$ cat config.mk
export PLATFORM = sky130hd
export DESIGN_NAME = wdg_timer
export DESIGN_NICKNAME = d
export VERILOG_FILES = /design/src/wdg_pkg.sv /design/src/wdg_timer.sv
export VERILOG_INCLUDE_DIRS = /design/src
export SDC_FILE = /design/constraint.sdc
export NUM_CORES = 1
export LEC_CHECK = 0
export ABC_AREA = 1
export CAP_MARGIN = 20
export CORE_MARGIN = 5
export CORE_UTILIZATION = 40
export CTS_CLUSTER_DIAMETER = 80
export DETAILED_ROUTE_END_ITERATION = 10
export DONT_BUFFER_PORTS = 1
export GPL_TIMING_DRIVEN = 0
export PLACE_DENSITY = 0.51
export SKIP_LAST_GASP = 1
export SYNTH_ARGS = -nofsm -noshare
export SYNTH_HDL_FRONTEND = slang
export SYNTH_SLANG_ARGS = --single-unit
$ cat constraint.sdc
create_clock -name clk_i -period 4.9 [get_ports clk_i]
set_input_delay 0.735 -clock clk_i [delete_from_list [all_inputs] [get_ports clk_i]]
set_output_delay 0.735 -clock clk_i [all_outputs]
set_load 0.05 [all_outputs]
$ cat src/wdg_consts.svh
// Constants for the watchdog timer and reset-cause block
//
// Operation
// [RULE1] Counter advances only on ticks of the separate 128kHz oscillator.
// [RULE2] Restart instruction clears the counter; software must restart before time-out.
// [RULE3] Interrupt mode time-out raises the interrupt request, which also wakes from sleep.
// [RULE4] Reset mode time-out generates a system reset.
// [RULE5] Combined mode: first time-out interrupts, later time-out resets.
// [RULE6] Programmed always-on fuse forces reset enable 1, interrupt enable 0.
// [RULE7] Unfused mode from reset/irq enables: 00 stop, 01 irq, 10 reset, 11 both.
// [RULE8] Unlock by writing change enable and reset enable both one together.
// [RULE9] New reset enable and prescale accepted only within four cycles, change enable zero; here any control write with bit 3 one sets reset enable.
// [RULE10] Software should restart the counter before changing the prescaler.
// [RULE11] Software should clear reset flag and reset enable during initialisation.
// [RULE12] Bit 4 sets on scan-chain reset; cleared by power-up or written zero.
// [RULE13] Bit 3 sets on watchdog reset; cleared by power-up or written zero.
// [RULE14] Bit 2 sets on brown-out reset; cleared by power-up or written zero.
// [RULE15] Bit 1 sets on pin reset; cleared by power-up or written zero.
// [RULE16] Bit 0 sets on power-up; cleared only by a written zero.
// [RULE17] Interrupt flag bit 7 sets on interrupt time-out; vector or written one clears.
// [RULE18] Interrupt taken only with global enable, irq enable and pending flag.
// [RULE19] Combined mode vector clears irq enable and flag, leaving reset mode.
// [RULE20] Combined mode time-out with interrupt still pending applies system reset.
// [RULE21] Reset enable reads and acts as set while the watchdog reset flag is set.
// [RULE22] Change enable clears itself four clock cycles after being written.
// [RULE23] Prescale code n 0..9 gives 2048 shl n cycles; codes 10..15 reserved; here codes 10..15 act as code 9.
// [RULE24] Interrupt-mode time-out restarts counter so interrupts recur each period.
`ifndef WDG_CONSTS_SVH
`define WDG_CONSTS_SVH

`define WDG_ADDR_CTRL 8'h60
`define WDG_ADDR_CAUSE 8'h54

`define WDG_CTRL_IF 7
`define WDG_CTRL_IE 6
`define WDG_CTRL_P3 5
`define WDG_CTRL_CE 4
`define WDG_CTRL_RE 3

`define WDG_CAUSE_SCAN 4
`define WDG_CAUSE_WDOG 3
`define WDG_CAUSE_BROWN 2
`define WDG_CAUSE_PIN 1
`define WDG_CAUSE_PWR 0
`define WDG_CAUSE_RST 5'h01
`define WDG_CAUSE_MASK 8'h1F

`define WDG_CE_CYCLES 3'h4
`define WDG_BASE_CYCLES 21'h000800
`define WDG_MAX_CODE 4'h9

`endif

$ cat src/wdg_pkg.sv
// Types shared by the watchdog timer block
package wdg_pkg;

   typedef enum logic [1:0] {
      WDG_STOPPED,
      WDG_IRQ,
      WDG_RESET,
      WDG_IRQ_RESET
   } wdg_mode_t;

   typedef struct packed {
      logic irq_flag;
      logic irq_en;
      logic reset_en;
      logic [3:0] prescale;
   } wdg_ctrl_t;

   typedef struct packed {
      logic scan;
      logic brown;
      logic pin;
   } wdg_rst_src_t;

endpackage

$ cat src/wdg_timer.sv
// Watchdog timer with control register and reset-cause flags
//
// The address-and-strobe port is this design's own decision.
`timescale 1ns/1ps
`default_nettype none
`include "wdg_consts.svh"

module wdg_timer #(
   parameter int CNT_W = 20
) (
   // Clock and power-up reset
   input wire logic clk_i,
   input wire logic sys_rst_i,
   // Register port
   input wire logic [7:0] addr_i,
   input wire logic [7:0] wdata_i,
   input wire logic wr_i,
   input wire logic rd_i,
   output logic [7:0] rdata_o,
   // Core and chip signals
   input wire logic osc_128k_i,
   input wire logic restart_i,
   input wire logic irq_ack_i,
   input wire logic global_ie_i,
   input wire logic always_on_fuse_n_i,
   input wire wdg_pkg::wdg_rst_src_t rst_src_i,
   // Outputs
   output logic irq_o,
   output logic wake_o,
   output logic wdog_rst_o
);

   // ----------------------------------------
   // Helpers
   // ----------------------------------------
   function automatic logic [CNT_W-1:0] wdg_last(input logic [3:0] code);
      logic [3:0] c;
      logic [20:0] n;
      c = (code > `WDG_MAX_CODE) ? `WDG_MAX_CODE : code;
      n = (`WDG_BASE_CYCLES << c) - 21'h000001; // RULE23
      return CNT_W'(n);
   endfunction

   // ----------------------------------------
   // State
   // ----------------------------------------
   wdg_pkg::wdg_ctrl_t ctrl_r;
   logic reset_en_r;
   logic [3:0] prescale_r;
   logic irq_en_r;
   logic irq_flag_r;
   logic [2:0] ce_cnt_r;
   logic [CNT_W-1:0] cnt_r;
   logic [4:0] cause_r;
   logic osc_q_r;
   logic rst_pulse_r;
   logic irq_r;
   logic wake_r;
   logic [7:0] rdata_r;

   logic tick;
   logic wr_ctrl;
   logic wr_cause;
   logic unlock;
   logic ce_open;
   logic timed_wr;
   logic eff_re;
   logic eff_ie;
   logic chip_rst;
   logic timeout;
   logic int_to;
   logic rst_to;
   wdg_pkg::wdg_mode_t mode;

   // ----------------------------------------
   // Decode
   // ----------------------------------------
   assign tick = osc_128k_i & ~osc_q_r; // RULE1
   assign wr_ctrl = wr_i && (addr_i == `WDG_ADDR_CTRL);
   assign wr_cause = wr_i && (addr_i == `WDG_ADDR_CAUSE);
   assign unlock = wr_ctrl && wdata_i[`WDG_CTRL_CE] && wdata_i[`WDG_CTRL_RE]; // RULE8
   assign ce_open = (ce_cnt_r != 3'h0);
   assign timed_wr = wr_ctrl && ce_open && !wdata_i[`WDG_CTRL_CE]; // RULE9
   assign eff_re = ~always_on_fuse_n_i | ctrl_r.reset_en | cause_r[`WDG_CAUSE_WDOG]; // RULE6 RULE21
   assign eff_ie = always_on_fuse_n_i & ctrl_r.irq_en; // RULE6
   assign chip_rst = rst_pulse_r | rst_src_i.scan | rst_src_i.brown | rst_src_i.pin;
   assign ctrl_r = '{irq_flag: irq_flag_r, irq_en: irq_en_r, reset_en: reset_en_r, prescale: prescale_r};

   always_comb begin
      case ({eff_re, eff_ie}) // RULE7
         2'b01: mode = wdg_pkg::WDG_IRQ;
         2'b10: mode = wdg_pkg::WDG_RESET;
         2'b11: mode = wdg_pkg::WDG_IRQ_RESET;
         default: mode = wdg_pkg::WDG_STOPPED;
      endcase
   end

   assign timeout = tick && !restart_i && (mode != wdg_pkg::WDG_STOPPED) && (cnt_r == wdg_last(ctrl_r.prescale));

   always_comb begin
      int_to = 1'b0;
      rst_to = 1'b0;
      case (mode)
         wdg_pkg::WDG_IRQ: int_to = timeout; // RULE3
         wdg_pkg::WDG_RESET: rst_to = timeout; // RULE4
         wdg_pkg::WDG_IRQ_RESET: begin
            int_to = timeout && !ctrl_r.irq_flag; // RULE5
            rst_to = timeout && ctrl_r.irq_flag; // RULE20
         end
         default: begin
            int_to = 1'b0;
            rst_to = 1'b0;
         end
      endcase
   end

   // ----------------------------------------
   // Oscillator edge
   // ----------------------------------------
   always_ff @(posedge clk_i or posedge sys_rst_i) begin
      if (sys_rst_i) begin
         osc_q_r <= 1'b0;
      end else begin
         osc_q_r <= osc_128k_i;
      end
   end

   // ----------------------------------------
   // Counter
   // ----------------------------------------
   always_ff @(posedge clk_i or posedge sys_rst_i) begin
      if (sys_rst_i) begin
         cnt_r <= '0;
      end else if (chip_rst || restart_i || mode == wdg_pkg::WDG_STOPPED) begin
         cnt_r <= '0; // RULE2
      end else if (timeout) begin
         cnt_r <= '0; // RULE24
      end else if (tick) begin
         cnt_r <= cnt_r + CNT_W'(1); // RULE1
      end
   end

   // ----------------------------------------
   // Change window
   // ----------------------------------------
   always_ff @(posedge clk_i or posedge sys_rst_i) begin
      if (sys_rst_i) begin
         ce_cnt_r <= 3'h0;
      end else if (chip_rst) begin
         ce_cnt_r <= 3'h0;
      end else if (unlock && !ce_open) begin
         ce_cnt_r <= `WDG_CE_CYCLES; // RULE22
      end else if (timed_wr) begin
         ce_cnt_r <= 3'h0; // RULE9
      end else if (ce_open) begin
         ce_cnt_r <= ce_cnt_r - 3'h1; // RULE22
      end
   end

   // ----------------------------------------
   // Control fields
   // ----------------------------------------
   always_ff @(posedge clk_i or posedge sys_rst_i) begin
      if (sys_rst_i) begin
         reset_en_r <= 1'b0;
         prescale_r <= 4'h0;
      end else if (chip_rst) begin
         reset_en_r <= 1'b0;
         prescale_r <= 4'h0;
      end else if (timed_wr) begin
         // Pending watchdog reset flag or fuse keeps the stored enable set
         reset_en_r <= wdata_i[`WDG_CTRL_RE] | cause_r[`WDG_CAUSE_WDOG] | ~always_on_fuse_n_i; // RULE9 RULE21
         prescale_r <= {wdata_i[`WDG_CTRL_P3], wdata_i[2:0]}; // RULE9
      end else if (wr_ctrl && wdata_i[`WDG_CTRL_RE]) begin
         reset_en_r <= 1'b1;
      end
   end

   always_ff @(posedge clk_i or posedge sys_rst_i) begin
      if (sys_rst_i) begin
         irq_en_r <= 1'b0;
      end else if (chip_rst) begin
         irq_en_r <= 1'b0;
      end else if (wr_ctrl) begin
         irq_en_r <= wdata_i[`WDG_CTRL_IE];
      end else if (irq_ack_i && mode == wdg_pkg::WDG_IRQ_RESET) begin
         irq_en_r <= 1'b0; // RULE19
      end
   end

   // Set beats a clear in the same cycle
   always_ff @(posedge clk_i or posedge sys_rst_i) begin
      if (sys_rst_i) begin
         irq_flag_r <= 1'b0;
      end else if (chip_rst) begin
         irq_flag_r <= 1'b0;
      end else if (int_to) begin
         irq_flag_r <= 1'b1; // RULE17
      end else if (irq_ack_i || (wr_ctrl && wdata_i[`WDG_CTRL_IF])) begin
         irq_flag_r <= 1'b0; // RULE17 RULE19
      end
   end

   // ----------------------------------------
   // Reset-cause flags
   // ----------------------------------------
   // Power-up reset is sys_rst_i: it clears all but the power flag
   always_ff @(posedge clk_i or posedge sys_rst_i) begin
      if (sys_rst_i) begin
         cause_r <= `WDG_CAUSE_RST; // RULE16
      end else begin
         cause_r <= (wr_cause ? wdata_i[4:0] : cause_r)
                    | {rst_src_i.scan, rst_to, rst_src_i.brown, rst_src_i.pin, 1'b0}; // RULE12 RULE13 RULE14 RULE15
      end
   end

   // ----------------------------------------
   // Outputs
   // ----------------------------------------
   always_ff @(posedge clk_i or posedge sys_rst_i) begin
      if (sys_rst_i) begin
         rst_pulse_r <= 1'b0;
         irq_r <= 1'b0;
         wake_r <= 1'b0;
      end else begin
         rst_pulse_r <= rst_to; // RULE4 RULE20
         irq_r <= ctrl_r.irq_flag && eff_ie && global_ie_i; // RULE18
         wake_r <= ctrl_r.irq_flag && eff_ie; // RULE3
      end
   end

   always_ff @(posedge clk_i or posedge sys_rst_i) begin
      if (sys_rst_i) begin
         rdata_r <= 8'h00;
      end else if (rd_i && addr_i == `WDG_ADDR_CTRL) begin
         rdata_r <= {ctrl_r.irq_flag, eff_ie, ctrl_r.prescale[3], ce_open, eff_re,
                     ctrl_r.prescale[2:0]}; // RULE21
      end else if (rd_i && addr_i == `WDG_ADDR_CAUSE) begin
         rdata_r <= {3'h0, cause_r};
      end else begin
         rdata_r <= 8'h00;
      end
   end

   assign rdata_o = rdata_r;
   assign irq_o = irq_r;
   assign wake_o = wake_r;
   assign wdog_rst_o = rst_pulse_r;

endmodule
`default_nettype wire

==> metrics.md, run 1 <==
| Metric | Value |
|---|---|
| Number of failing setup endpoints in the final timing report | `0` |
| Global-route congestion overflow total | `0` |
| Number of placed instances, taps included | `495` |
| Placeable core region | `6830 sq um` |
| Non-Filler Cell Area, Final | `3080 sq um` |
| Die Span Y | `94.0 um` |
| Count of maximum capacitance violations | `0` |
| TritonCTS clock tree | `built` |
| Overall fraction of global-route tracks in use | `0.177` |
| Clock power share | `0.406` |
| Run status | `finished clean` |
| Crit Path Max Fanout | `10` |
| Post-route setup TNS | `0 ps` |
| Clock Tree Root | `sky130_fd_sc_hd__clkbuf_8` |
| Maximum clock frequency | `around 440 MHz` |
| HPWL after detailed placement | `about 5500 um` |
| Via count of the first global-routing pass | `roughly 2,600` |
| Aggregate routed wire length | `roughly 7000 um` |
| Count of buffer and inverter cells on the critical path | `2` |
| Core occupancy in the finished layout | `0.451` |
| Layout cells sized above 1 | `0.0786` |
| Number of hold violations in the final report | `0` |
| Wire length of the first global-routing pass | `12,300 um` |
| Type of element capturing the critical path | `flop` |
| RSZ-0062 raised after global routing | `false` |
| Count of cell types in the netlist | `35` |
| Hold buffers post-CTS | `0` |
| Synth warn | `0` |
| Kind of path behind the tightest hold check | `input port to async pin` |
| Final cell count without fillers | `about 500` |
| Syn-to-layout area delta | `9.23%` |
| Mean area per synthesized cell | `7.09 sq um` |
| Startpoint type of the worst setup path | `flop` |
| Combinational cell fraction of total power | `0.049` |
| Least-Margin Pin Slew | `593 ps` |
| Die Width | `94.0 um` |
| Library cell occupying the most area in the post-synthesis netlist | `sky130_fd_sc_hd__dfrtp_1` |
| Vias | `2,521` |
| Post-route fraction of the period consumed by the critical path | `0.465` |
| Top cell by count, worst path | `sky130_fd_sc_hd__nand2_1` |
| Chain of cells forming the critical path | `nor2_1, nand3_1, ha_1, inv_1, nand2_1, nand2_1, nor2_1, nand2_1, nor2_1, nand3_1, nor2_2, nand2_2, buf_6, nand3b_1, nand2_1` |
| Buffers added on ports | `0` |
| Syn Inst Count | `398` |
| Commonest cells after routing, fill and taps aside | `sky130_fd_sc_hd__nand2_1 (114), sky130_fd_sc_hd__inv_1 (55), sky130_fd_sc_hd__dfrtp_1 (46)` |
| Largest net degree at the start of global routing | `27` |
| Storage cell area | `1180 sq um` |
| Number of nets produced by synthesis | `430` |
| Proportion of power drawn by flip-flops and latches | `0.545` |
| Clock Pin Slew Worst Setup and Hold Paths | `around 90 ps` |
| Cell area after synthesis | `approximately 2800 sq um` |
| Final critical-path required period | `2280 ps` |
| Starting density of the core | `0.413` |
| Total area of multi-input combinational cells | `1400 sq um` |
| Ant diodes | `0` |
| Proportion of synthesized chip area in sequential cells | `0.417` |
| Post-cts resize count | `0` |
| Power per standard cell area | `234 nW/um^2` |
| Number of fillers in the final layout | `about 740` |
| Drt wl/cell | `13.9 um` |
| Internal power contribution | `~0.00055 W` |
| Initial antenna violation count | `0` |
| IO Count | `39` |
| CTS H-tree depth | `2` |
| Area after detailed placement | `2970 sq um` |
| Slowest cell on crit path | `sky130_fd_sc_hd__dfrtp_1` |
| DRC violations left | `0` |
| CP max stage delay | `420 ps` |
| Starting DRC count in detailed routing | `58` |
| Crit path kind | `flop to flop` |
| Number of post-CTS setup repair buffers | `0` |
| Most common cell after layout, fill and taps aside | `sky130_fd_sc_hd__nand2_1` |
| Setup ws final | `2620 ps` |
| Post-Place Worst Slack | `between 2000 and 3000 ps` |
| Clock latency at the later pin of the worst-skew pair | `around 300 ps` |
| Via density per instance | `5.01` |
| Leading cell types by total area after synthesis | `sky130_fd_sc_hd__dfrtp_1 (41%), sky130_fd_sc_hd__nand2_1 (15%), sky130_fd_sc_hd__inv_1 (7.5%), sky130_fd_sc_hd__nand3_1 (6.7%), sky130_fd_sc_hd__nor2_1 (5.5%)` |
| Die Area | `8830 sq um` |
| Deepest clock path buffer count | `2` |
| Clock tree skew after final layout | `10.4 ps` |
| Core Rows | `30` |
| Required time at the worst-slack endpoint | `5100 ps` |
| CTS buffer count | `5` |
| Remaining antenna violation count | `0` |
| CP Data Arrival Time | `about 2500 ps` |
| Area share of the largest cell type after synthesis | `0.408` |
| Net switching fraction of the power | `0.231` |
| Slew HR | `0.604` |
| RD Place Congestion | `0.824` |
| Final Max Slew Viols | `0` |
| Net switching power of the design | `0.000166 W` |
| Family of cells with the greatest summed delay on the critical path | `simple AND/OR/NAND/NOR gates` |
| Leakage Power | `around 1.5 nW` |
| Clock sinks | `47` |
| Max VDD drop | `0.0000974 V` |
| Yosys reg bits | `47` |
| Initial DRT Pass Iterations | `4` |
| Number of nets in the layout | `~440` |
-- routing by layer --
metal  routed length, um  part of all wire  global-route usage
met3                 354             0.050              0.0441
met1                3120              0.44               0.216
met4                  93             0.013              0.0481
met5                   0                 0                   0
met2                3450              0.49               0.307
-- flip-flops by register name, summed over array words and instances, names as in the netlist, 3 cells and up --
name / cells
cnt_r: 20
rdata_o: 8
cause_r: 5
prescale_r: 4
ce_cnt_r: 3
-- path summary, 6_finish.rpt --
path                            slack, ps  cells past startpoint                 startpoint                 endpoint
worst min-delay path                  370                      1                  sys_rst_i  ce_cnt_r[1]$_DFFE_PP0P_
worst max register to register       2620                     15  prescale_r[2]$_DFFE_PP0P_    cnt_r[18]$_DFFE_PP0P_
max in group asynchronous            4010                      2                  sys_rst_i    cnt_r[14]$_DFFE_PP0P_
worst min register to register        490                      2       cause_r[2]$_DFF_PP0_     cause_r[2]$_DFF_PP0_
min in group clk_i                    450                      0                 osc_128k_i        osc_q_r$_DFF_PP0_
worst max-delay path                 2620                     15  prescale_r[2]$_DFFE_PP0P_    cnt_r[18]$_DFFE_PP0P_
-- stage by stage --
step | hold WS (ps) | power [W]
after floorplan | 452 | 0.000425
after global routing | 399 | 0.000754
after CTS | 379 | 0.000733
final | 367 | 0.000720
after global placement | 469 | 0.000433
after detailed placement | 470 | 0.000436
-- power groups by stage --
stage / registers [W] / logic, W / clock network, W
floorplan: 0.000400 / 0.0000251 / 0
global placement: 0.000400 / 0.0000328 / 0
detailed placement: 0.000400 / 0.0000362 / 0
CTS: 0.000393 / 0.0000361 / 0.000304
global route: 0.000393 / 0.0000416 / 0.000320
finish: 0.000393 / 0.0000350 / 0.000293
-- kinds of logic after synthesis --
group | after synthesis | synth area share
mux | 1 | 0.00399
flops | 47 | 0.417
buf+inv | 63 | 0.0878
compound gates | 51 | 0.102
simple gates | 228 | 0.358
fa+ha+maj | 4 | 0.0177
xor+xnor | 4 | 0.0124
-- cell usage after synthesis --
cell type / number
sky130_fd_sc_hd__nand3_2: 1
sky130_fd_sc_hd__xor2_1: 3
sky130_fd_sc_hd__o22ai_1: 4
sky130_fd_sc_hd__a21oi_1: 9
sky130_fd_sc_hd__nand4_1: 13
sky130_fd_sc_hd__buf_6: 1
sky130_fd_sc_hd__nor2_4: 1
sky130_fd_sc_hd__o21a_1: 1
sky130_fd_sc_hd__o21bai_2: 1
sky130_fd_sc_hd__o21ai_0: 27
sky130_fd_sc_hd__nand2_2: 4
sky130_fd_sc_hd__o41ai_1: 1
sky130_fd_sc_hd__clkbuf_2: 1
sky130_fd_sc_hd__ha_1: 4
sky130_fd_sc_hd__nand2_1: 114
sky130_fd_sc_hd__nor2_1: 41
sky130_fd_sc_hd__inv_2: 3
sky130_fd_sc_hd__nand3b_1: 6
sky130_fd_sc_hd__dfrtp_1: 46
sky130_fd_sc_hd__o31ai_1: 2
sky130_fd_sc_hd__nor3_1: 3
sky130_fd_sc_hd__inv_1: 56
sky130_fd_sc_hd__buf_2: 2
sky130_fd_sc_hd__o21bai_1: 1
sky130_fd_sc_hd__nand3_1: 38
sky130_fd_sc_hd__nor3b_1: 1
sky130_fd_sc_hd__a31oi_1: 1
sky130_fd_sc_hd__mux2_2: 1
sky130_fd_sc_hd__a211o_1: 1
sky130_fd_sc_hd__a21boi_0: 1
sky130_fd_sc_hd__xnor2_1: 1
sky130_fd_sc_hd__nor2_2: 5
sky130_fd_sc_hd__nor3b_2: 1
sky130_fd_sc_hd__dfstp_2: 1
sky130_fd_sc_hd__o21ai_1: 2
-- area by class of cell --
class | count | share of cell area
plain buffers | 4 | 0.00853
clock buffers | 5 | 0.0223
clock inverters | 3 | 0.0142
inverters | 59 | 0.0719
multi-input cells | 288 | 0.453
flip-flops and latches | 47 | 0.382
well taps | 96 | 0.0390
repair buffers | 1 | 0.00894
Note: power is estimated with default switching activity, not from simulation.
==> inputs of run 2 (changes only) <==
==> constraint.sdc (replaced) <==
create_clock -name clk_i -period 2.2 [get_ports clk_i]
set_input_delay 0.33 -clock clk_i [delete_from_list [all_inputs] [get_ports clk_i]]
set_output_delay 0.33 -clock clk_i [all_outputs]
set_load 0.05 [all_outputs]
==> metrics.md, run 2 (synthesis results as in run 1) <==
| Metric | Value |
|---|---|
| Clock sinks | `47` |
| Kind of path behind the tightest hold check | `input port to flop` |
| Clock power share | `0.406` |
| Busiest layer in global routing | `met2` |
| Global-route met2 utilization | `0.309` |
| Least-Margin Pin Slew | `590 ps` |
| Initial DRT Pass Iterations | `4` |
| CTS buffer count | `5` |
| Internal power contribution | `0.00124 W` |
| Net switching fraction of the power | `0.232` |
| Post-route fraction of the period consumed by the critical path | `0.969` |
| Clock Tree Root | `sky130_fd_sc_hd__clkbuf_8` |
| HPWL after detailed placement | `5500 um` |
| Hold depth | `0` |
| Power per standard cell area | `about 500 nW/um^2` |
| Initial antenna violation count | `0` |
| Commonest cells after routing, fill and taps aside | `sky130_fd_sc_hd__nand2_1 (112), sky130_fd_sc_hd__inv_1 (53), sky130_fd_sc_hd__dfrtp_1 (43)` |
| Run status | `finished clean` |
| RD Place Congestion | `0.824` |
| RSZ-0062 raised after global routing | `true` |
| Layout cells sized above 1 | `0.126` |
| CTS H-tree depth | `2` |
| Syn-to-layout area delta | `14.3%` |
| Worst Min Path Start | `osc_128k_i` |
| Buffers added on ports | `0` |
| Clock Pin Slew Worst Setup and Hold Paths | `100 ps` |
| DRC violations left | `0` |
| Proportion of power drawn by flip-flops and latches | `0.543` |
| Register containing the most flip-flops in the final layout | `cnt_r` |
| Crit path kind | `flop to flop` |
| Core occupancy in the finished layout | `0.472` |
| Vias | `roughly 2,500` |
| Max VDD drop | `0.000217 V` |
| Number of placed instances, taps included | `495` |
| Count of maximum capacitance violations | `0` |
| Via density per instance | `between 5 and 6` |
| Met3 Usage GRT | `0.0441` |
| Number of cell instances on the worst register-to-register path | `15` |
| Final critical-path required period | `2130 ps` |
| Number of flip-flops under the largest register name | `20` |
| Combinational cell fraction of total power | `0.050` |
| Met1 Resource Use GR | `0.217` |
| Endpoint of the worst register-to-register path | `cnt_r[5]$_DFFE_PP0P_` |
| Capture endpoint of the worst hold path | `osc_q_r$_DFF_PP0_` |
| Clock latency at the later pin of the worst-skew pair | `310 ps` |
| Via count of the first global-routing pass | `2,646` |
| Setup slack of the worst register-to-register path | `70 ps` |
| Global-route congestion overflow total | `0` |
| Number of hold violations in the final report | `0` |
| Final Max Slew Viols | `0` |
| Drt wl/cell | `about 14 um` |
| Die Area | `8830 sq um` |
| Number of nets in the layout | `approximately 440` |
| Clock tree skew after final layout | `8.73 ps` |
| Slew HR | `0.606` |
| Final cell count without fillers | `~500` |
| Deepest clock path buffer count | `2` |
| Largest net degree at the start of global routing | `27` |
| Remaining antenna violation count | `0` |
| Required time at the worst-slack endpoint | `2410 ps` |
| Startpoint type of the worst setup path | `flop` |
| RR Startpoint | `prescale_r[2]$_DFFE_PP0P_` |
| Crit Path Max Fanout | `5` |
| Core Rows | `30` |
| Net switching power of the design | `0.000373 W` |
| Placeable core region | `6830 sq um` |
| Leakage Power | `1.56 nW` |
| Die Span Y | `approximately 94 um` |
| Final hold slack | `between 40 and 50 ps` |
| Die Width | `94.0 um` |
| Aggregate routed wire length | `roughly 7300 um` |
| CP Data Arrival Time | `2340 ps` |
| Maximum clock frequency | `469 MHz` |
| Number of failing setup endpoints in the final timing report | `0` |
| Type of element capturing the critical path | `flop` |
| Starting density of the core | `0.413` |
| Ant diodes | `0` |
| Most common cell after layout, fill and taps aside | `sky130_fd_sc_hd__nand2_1` |
| TritonCTS clock tree | `built` |
| Starting DRC count in detailed routing | `74` |
| Overall fraction of global-route tracks in use | `0.177` |
| Wire length of the first global-routing pass | `12,400 um` |
| IO Count | `39` |
## run 2: changes by cell type in the layout (fill, tap and decap cells not counted), moves of 2 or more
cell                      previous run  this run
sky130_fd_sc_hd__nand3_1            38        32
sky130_fd_sc_hd__nor2_4              1         3
sky130_fd_sc_hd__nand2_1           114       112
sky130_fd_sc_hd__buf_4               0         3
sky130_fd_sc_hd__nor2_1             41        39
sky130_fd_sc_hd__nand3_2             1         7
sky130_fd_sc_hd__inv_1              55        53
sky130_fd_sc_hd__dfrtp_2             0         3
sky130_fd_sc_hd__dfrtp_1            46        43
## run 2: worst max-delay path, cell delays in order, from the launching register on
cell	delay, ps
sky130_fd_sc_hd__dfrtp_2	450
sky130_fd_sc_hd__nor2_4	180
sky130_fd_sc_hd__nand3_2	130
sky130_fd_sc_hd__ha_4	290
sky130_fd_sc_hd__inv_2	30
sky130_fd_sc_hd__nand2_2	50
sky130_fd_sc_hd__nand2_2	50
sky130_fd_sc_hd__nor2_2	70
sky130_fd_sc_hd__nand2_1	50
sky130_fd_sc_hd__nor2_1	90
sky130_fd_sc_hd__nand3_1	120
sky130_fd_sc_hd__nor2_4	130
sky130_fd_sc_hd__nand2_4	90
sky130_fd_sc_hd__clkbuf_16	180
sky130_fd_sc_hd__nand3_2	50
sky130_fd_sc_hd__nand2_1	50
## run 2: how the worst max path moves through the flow
stage | start | end
floorplan | prescale_r[2]$_DFFE_PP0P_ | cnt_r[9]$_DFFE_PP0P_
global placement | prescale_r[2]$_DFFE_PP0P_ | cnt_r[18]$_DFFE_PP0P_
detailed placement | prescale_r[2]$_DFFE_PP0P_ | cnt_r[17]$_DFFE_PP0P_
CTS | prescale_r[2]$_DFFE_PP0P_ | cnt_r[18]$_DFFE_PP0P_
global route | prescale_r[2]$_DFFE_PP0P_ | cnt_r[18]$_DFFE_PP0P_
finish | prescale_r[2]$_DFFE_PP0P_ | cnt_r[5]$_DFFE_PP0P_
## run 2: metal layers
metal	share of wire	wire length [um]
met5	0	0
met4	0.013	95
met3	0.046	336
met2	0.50	3650
met1	0.44	3240
## run 2: stage by stage
step / setup slack, ps / power [W] / area [sq um] / TNS [ps]
detailed placement: -84.9 / 0.000972 / 2970 / -617
global route: -89.1 / 0.00168 / 3220 / -762
global placement: -92.4 / 0.000965 / 2940 / -710
floorplan: 223 / 0.000947 / 2820 / 0
CTS: 26.9 / 0.00163 / 3110 / 0
finish: 69.3 / 0.00161 / 3220 / 0
## run 2: area by class of cell
cell class              count  area (sq um)
clock buffers               5          68.8
inverters                  59           224
plain buffers               4          30.0
clock inverters             3          43.8
fillers                   739          3610
flip-flops and latches     47          1180
well taps                  96           120
multi-input cells         288          1470
repair buffers              6          85.1
## run 2: power by group through the flow
| stage | clock network [W] | logic [W] | registers, W |
|---|---|---|---|
| floorplan | 0 | 0.0000558 | 0.000891 |
| global placement | 0 | 0.0000731 | 0.000891 |
| detailed placement | 0 | 0.0000805 | 0.000891 |
| CTS | 0.000677 | 0.0000821 | 0.000875 |
| global route | 0.000712 | 0.0000958 | 0.000876 |
| finish | 0.000654 | 0.0000811 | 0.000874 |
## run 2: what timing repair did
action / in CTS / in global routing
endpoints found under the setup margin: 14 / 18
buffers inserted: 2 / 1
hold buffers: 1 / 0
gates cloned: 0 / 1
hold endpoints to repair: 24 / 0
pin swaps: 0 / 5
resized for setup: 2 / 20
==> inputs of run 3 (changes only) <==
--- a/config.mk
+++ b/config.mk
@@ -8,13 +8,15 @@
 export LEC_CHECK = 0
 export ABC_AREA = 1
 export CAP_MARGIN = 20
+export CELL_PAD_IN_SITES_DETAIL_PLACEMENT = 0
+export CELL_PAD_IN_SITES_GLOBAL_PLACEMENT = 1
 export CORE_MARGIN = 5
-export CORE_UTILIZATION = 40
+export CORE_UTILIZATION = 46
 export CTS_CLUSTER_DIAMETER = 80
 export DETAILED_ROUTE_END_ITERATION = 10
 export DONT_BUFFER_PORTS = 1
 export GPL_TIMING_DRIVEN = 0
-export PLACE_DENSITY = 0.51
+export PLACE_DENSITY = 0.77
 export SKIP_LAST_GASP = 1
 export SYNTH_ARGS = -nofsm -noshare
 export SYNTH_HDL_FRONTEND = slang
==> metrics.md, run 3 (synthesis results as in run 1) <==
| Metric | Value |
|---|---|
| Number of failing setup endpoints in the final timing report | `0` |
| Initial antenna violation count | `0` |
| Starting density of the core | `0.474` |
| Global-route congestion overflow total | `0` |
| Via count of the first global-routing pass | `2,530` |
| Power per standard cell area | `456 nW/um^2` |
| Type of element capturing the critical path | `flop` |
| Post-route fraction of the period consumed by the critical path | `0.973` |
| Clock Tree Root | `sky130_fd_sc_hd__clkbuf_8` |
| Final hold slack | `approximately 53 ps` |
| CTS buffer count | `5` |
| Starting DRC count in detailed routing | `140` |
| Die Width | `a little under 90 um` |
| Vias | `~2,600` |
| Die Span Y | `88.3 um` |
| Run status | `finished clean` |
| Slew HR | `0.687` |
| RD Place Congestion | `between 0.8 and 0.9` |
| Kind of path behind the tightest hold check | `input port to flop` |
| Count of maximum capacitance violations | `0` |
| Via density per instance | `5.21` |
| Crit Path Max Fanout | `5` |
| Endpoint of the worst register-to-register path | `cnt_r[18]$_DFFE_PP0P_` |
| Slowest cell on crit path | `sky130_fd_sc_hd__dfrtp_1` |
| Number of cell instances on the worst register-to-register path | `15` |
| Leakage Power | `1.58 nW` |
| Post-layout power | `between 0.001 and 0.0015 W` |
| CTS H-tree depth | `2` |
| Deepest clock path buffer count | `2` |
| Wire length of the first global-routing pass | `11,700 um` |
| CP Data Arrival Time | `2320 ps` |
| Clock Pin Slew Worst Setup and Hold Paths | `90 ps` |
| Syn-to-layout area delta | `13.5%` |
| Largest net degree at the start of global routing | `43` |
| Clock latency at the later pin of the worst-skew pair | `290 ps` |
| Placeable core region | `~6000 sq um` |
| Register containing the most flip-flops in the final layout | `cnt_r` |
| Number of fillers in the final layout | `slightly above 600` |
| Least-Margin Pin Slew | `470 ps` |
| Maximum clock frequency | `467 MHz` |
| Worst Min Path Start | `osc_128k_i` |
| TritonCTS clock tree | `built` |
| Max VDD drop | `slightly above 0.0003 V` |
| Final Max Slew Viols | `0` |
| Number of hold violations in the final report | `0` |
| Number of nets in the layout | `450` |
| Crit path kind | `flop to flop` |
| Drt wl/cell | `14.5 um` |
| RR Startpoint | `prescale_r[1]$_DFFE_PP0P_` |
| HPWL after detailed placement | `5230 um` |
| Commonest cells after routing, fill and taps aside | `sky130_fd_sc_hd__nand2_1 (112), sky130_fd_sc_hd__inv_1 (53), sky130_fd_sc_hd__dfrtp_1 (44)` |
| Family of cells with the greatest summed delay on the critical path | `simple AND/OR/NAND/NOR gates` |
| IO Count | `39` |
| Required time at the worst-slack endpoint | `roughly 2400 ps` |
| Remaining antenna violation count | `0` |
| Start point of the critical path | `prescale_r[1]$_DFFE_PP0P_` |
| Number of flip-flops under the largest register name | `20` |
| Setup slack of the worst register-to-register path | `60 ps` |
| RSZ-0062 raised after global routing | `true` |
| Overall fraction of global-route tracks in use | `0.191` |
| Startpoint type of the worst setup path | `flop` |
| Final critical-path required period | `2140 ps` |
| Clock tree skew after final layout | `9.47 ps` |
| Capture endpoint of the worst hold path | `osc_q_r$_DFF_PP0_` |
| Aggregate routed wire length | `~7200 um` |
| Core Rows | `28` |
| Die Area | `approximately 8000 sq um` |
| Layout cells sized above 1 | `0.134` |
| Hold depth | `0` |
| Clock sinks | `47` |
| Buffers added on ports | `0` |
| CP max stage delay | `410 ps` |
| DRC violations left | `0` |
| Most common cell after layout, fill and taps aside | `sky130_fd_sc_hd__nand2_1` |
| Core occupancy in the finished layout | `0.538` |
| Ant diodes | `0` |
| Initial DRT Pass Iterations | `4` |
| Count of buffer and inverter cells on the critical path | `2` |
| Chain of cells forming the critical path | `nor2_4, nand3_2, ha_4, inv_2, nand2_2, nand2_2, nor2_2, nand2_1, nor2_1, nand3_1, nor2_2, nand2_4, buf_8, nand3b_1, nand2_1` |
==> run 3: timing repair <==
item,4_1_cts,5_1_grt
cloned,0,1
hold endpoints to repair,5,0
endpoints found under the setup margin,15,19
hold buffers,1,0
buffers inserted,3,7
resized for setup,2,17
pin swaps,0,4
==> run 3: power by group <==
group	switching (W)	internal, W	leakage [nW]
Sequential	0.00000338	0.000871	0.630
Combinational	0.0000539	0.0000248	0.905
Clock	0.000284	0.000224	0.0422
Total	0.000342	0.00112	1.58
==> run 3: through the flow <==
step	area, sq um	std cells	worst slack [ps]	TNS (ps)
2_1_floorplan	2820	398	223	0
3_3_place_gp	2910	473	-128	-1180
3_5_place_dp	2930	474	-143	-1430
4_1_cts	3060	486	5.79	0
5_1_grt	3200	494	-135	-1410
6_report	3200	494	60.1	0
==> run 3: how the worst max path moves through the flow <==
stage	endpoint	slack (ps)	depth (start not counted)
after floorplan	cnt_r[9]$_DFFE_PP0P_	220	15
after global placement	cnt_r[9]$_DFFE_PP0P_	-130	15
after detailed placement	cnt_r[9]$_DFFE_PP0P_	-140	15
after CTS	cnt_r[18]$_DFFE_PP0P_	6	15
after global routing	cnt_r[9]$_DFFE_PP0P_	-140	15
final	cnt_r[18]$_DFFE_PP0P_	60	15
==> run 3: per-layer routing <==
layer | up-vias | part of all wire | global-route usage
met5 | - | 0 | 0
met1 | 1200 | 0.45 | 0.240
li1 | 1323 | - | -
met4 | 0 | 0.0073 | 0.0495
met3 | 4 | 0.040 | 0.0345
met2 | 49 | 0.50 | 0.338
==> run 3: area by class of cell <==
class                      instances  area (sq um)  share of cell area
tap                               75          93.8              0.0293
buffer                             4          30.0             0.00938
clock buffer                       7          76.3              0.0238
clock inverter                     1          5.00             0.00156
sequential                        47          1180               0.369
multi-input combinational        288          1470               0.458
timing repair buffer              13           130              0.0406
inverter                          59           221              0.0692
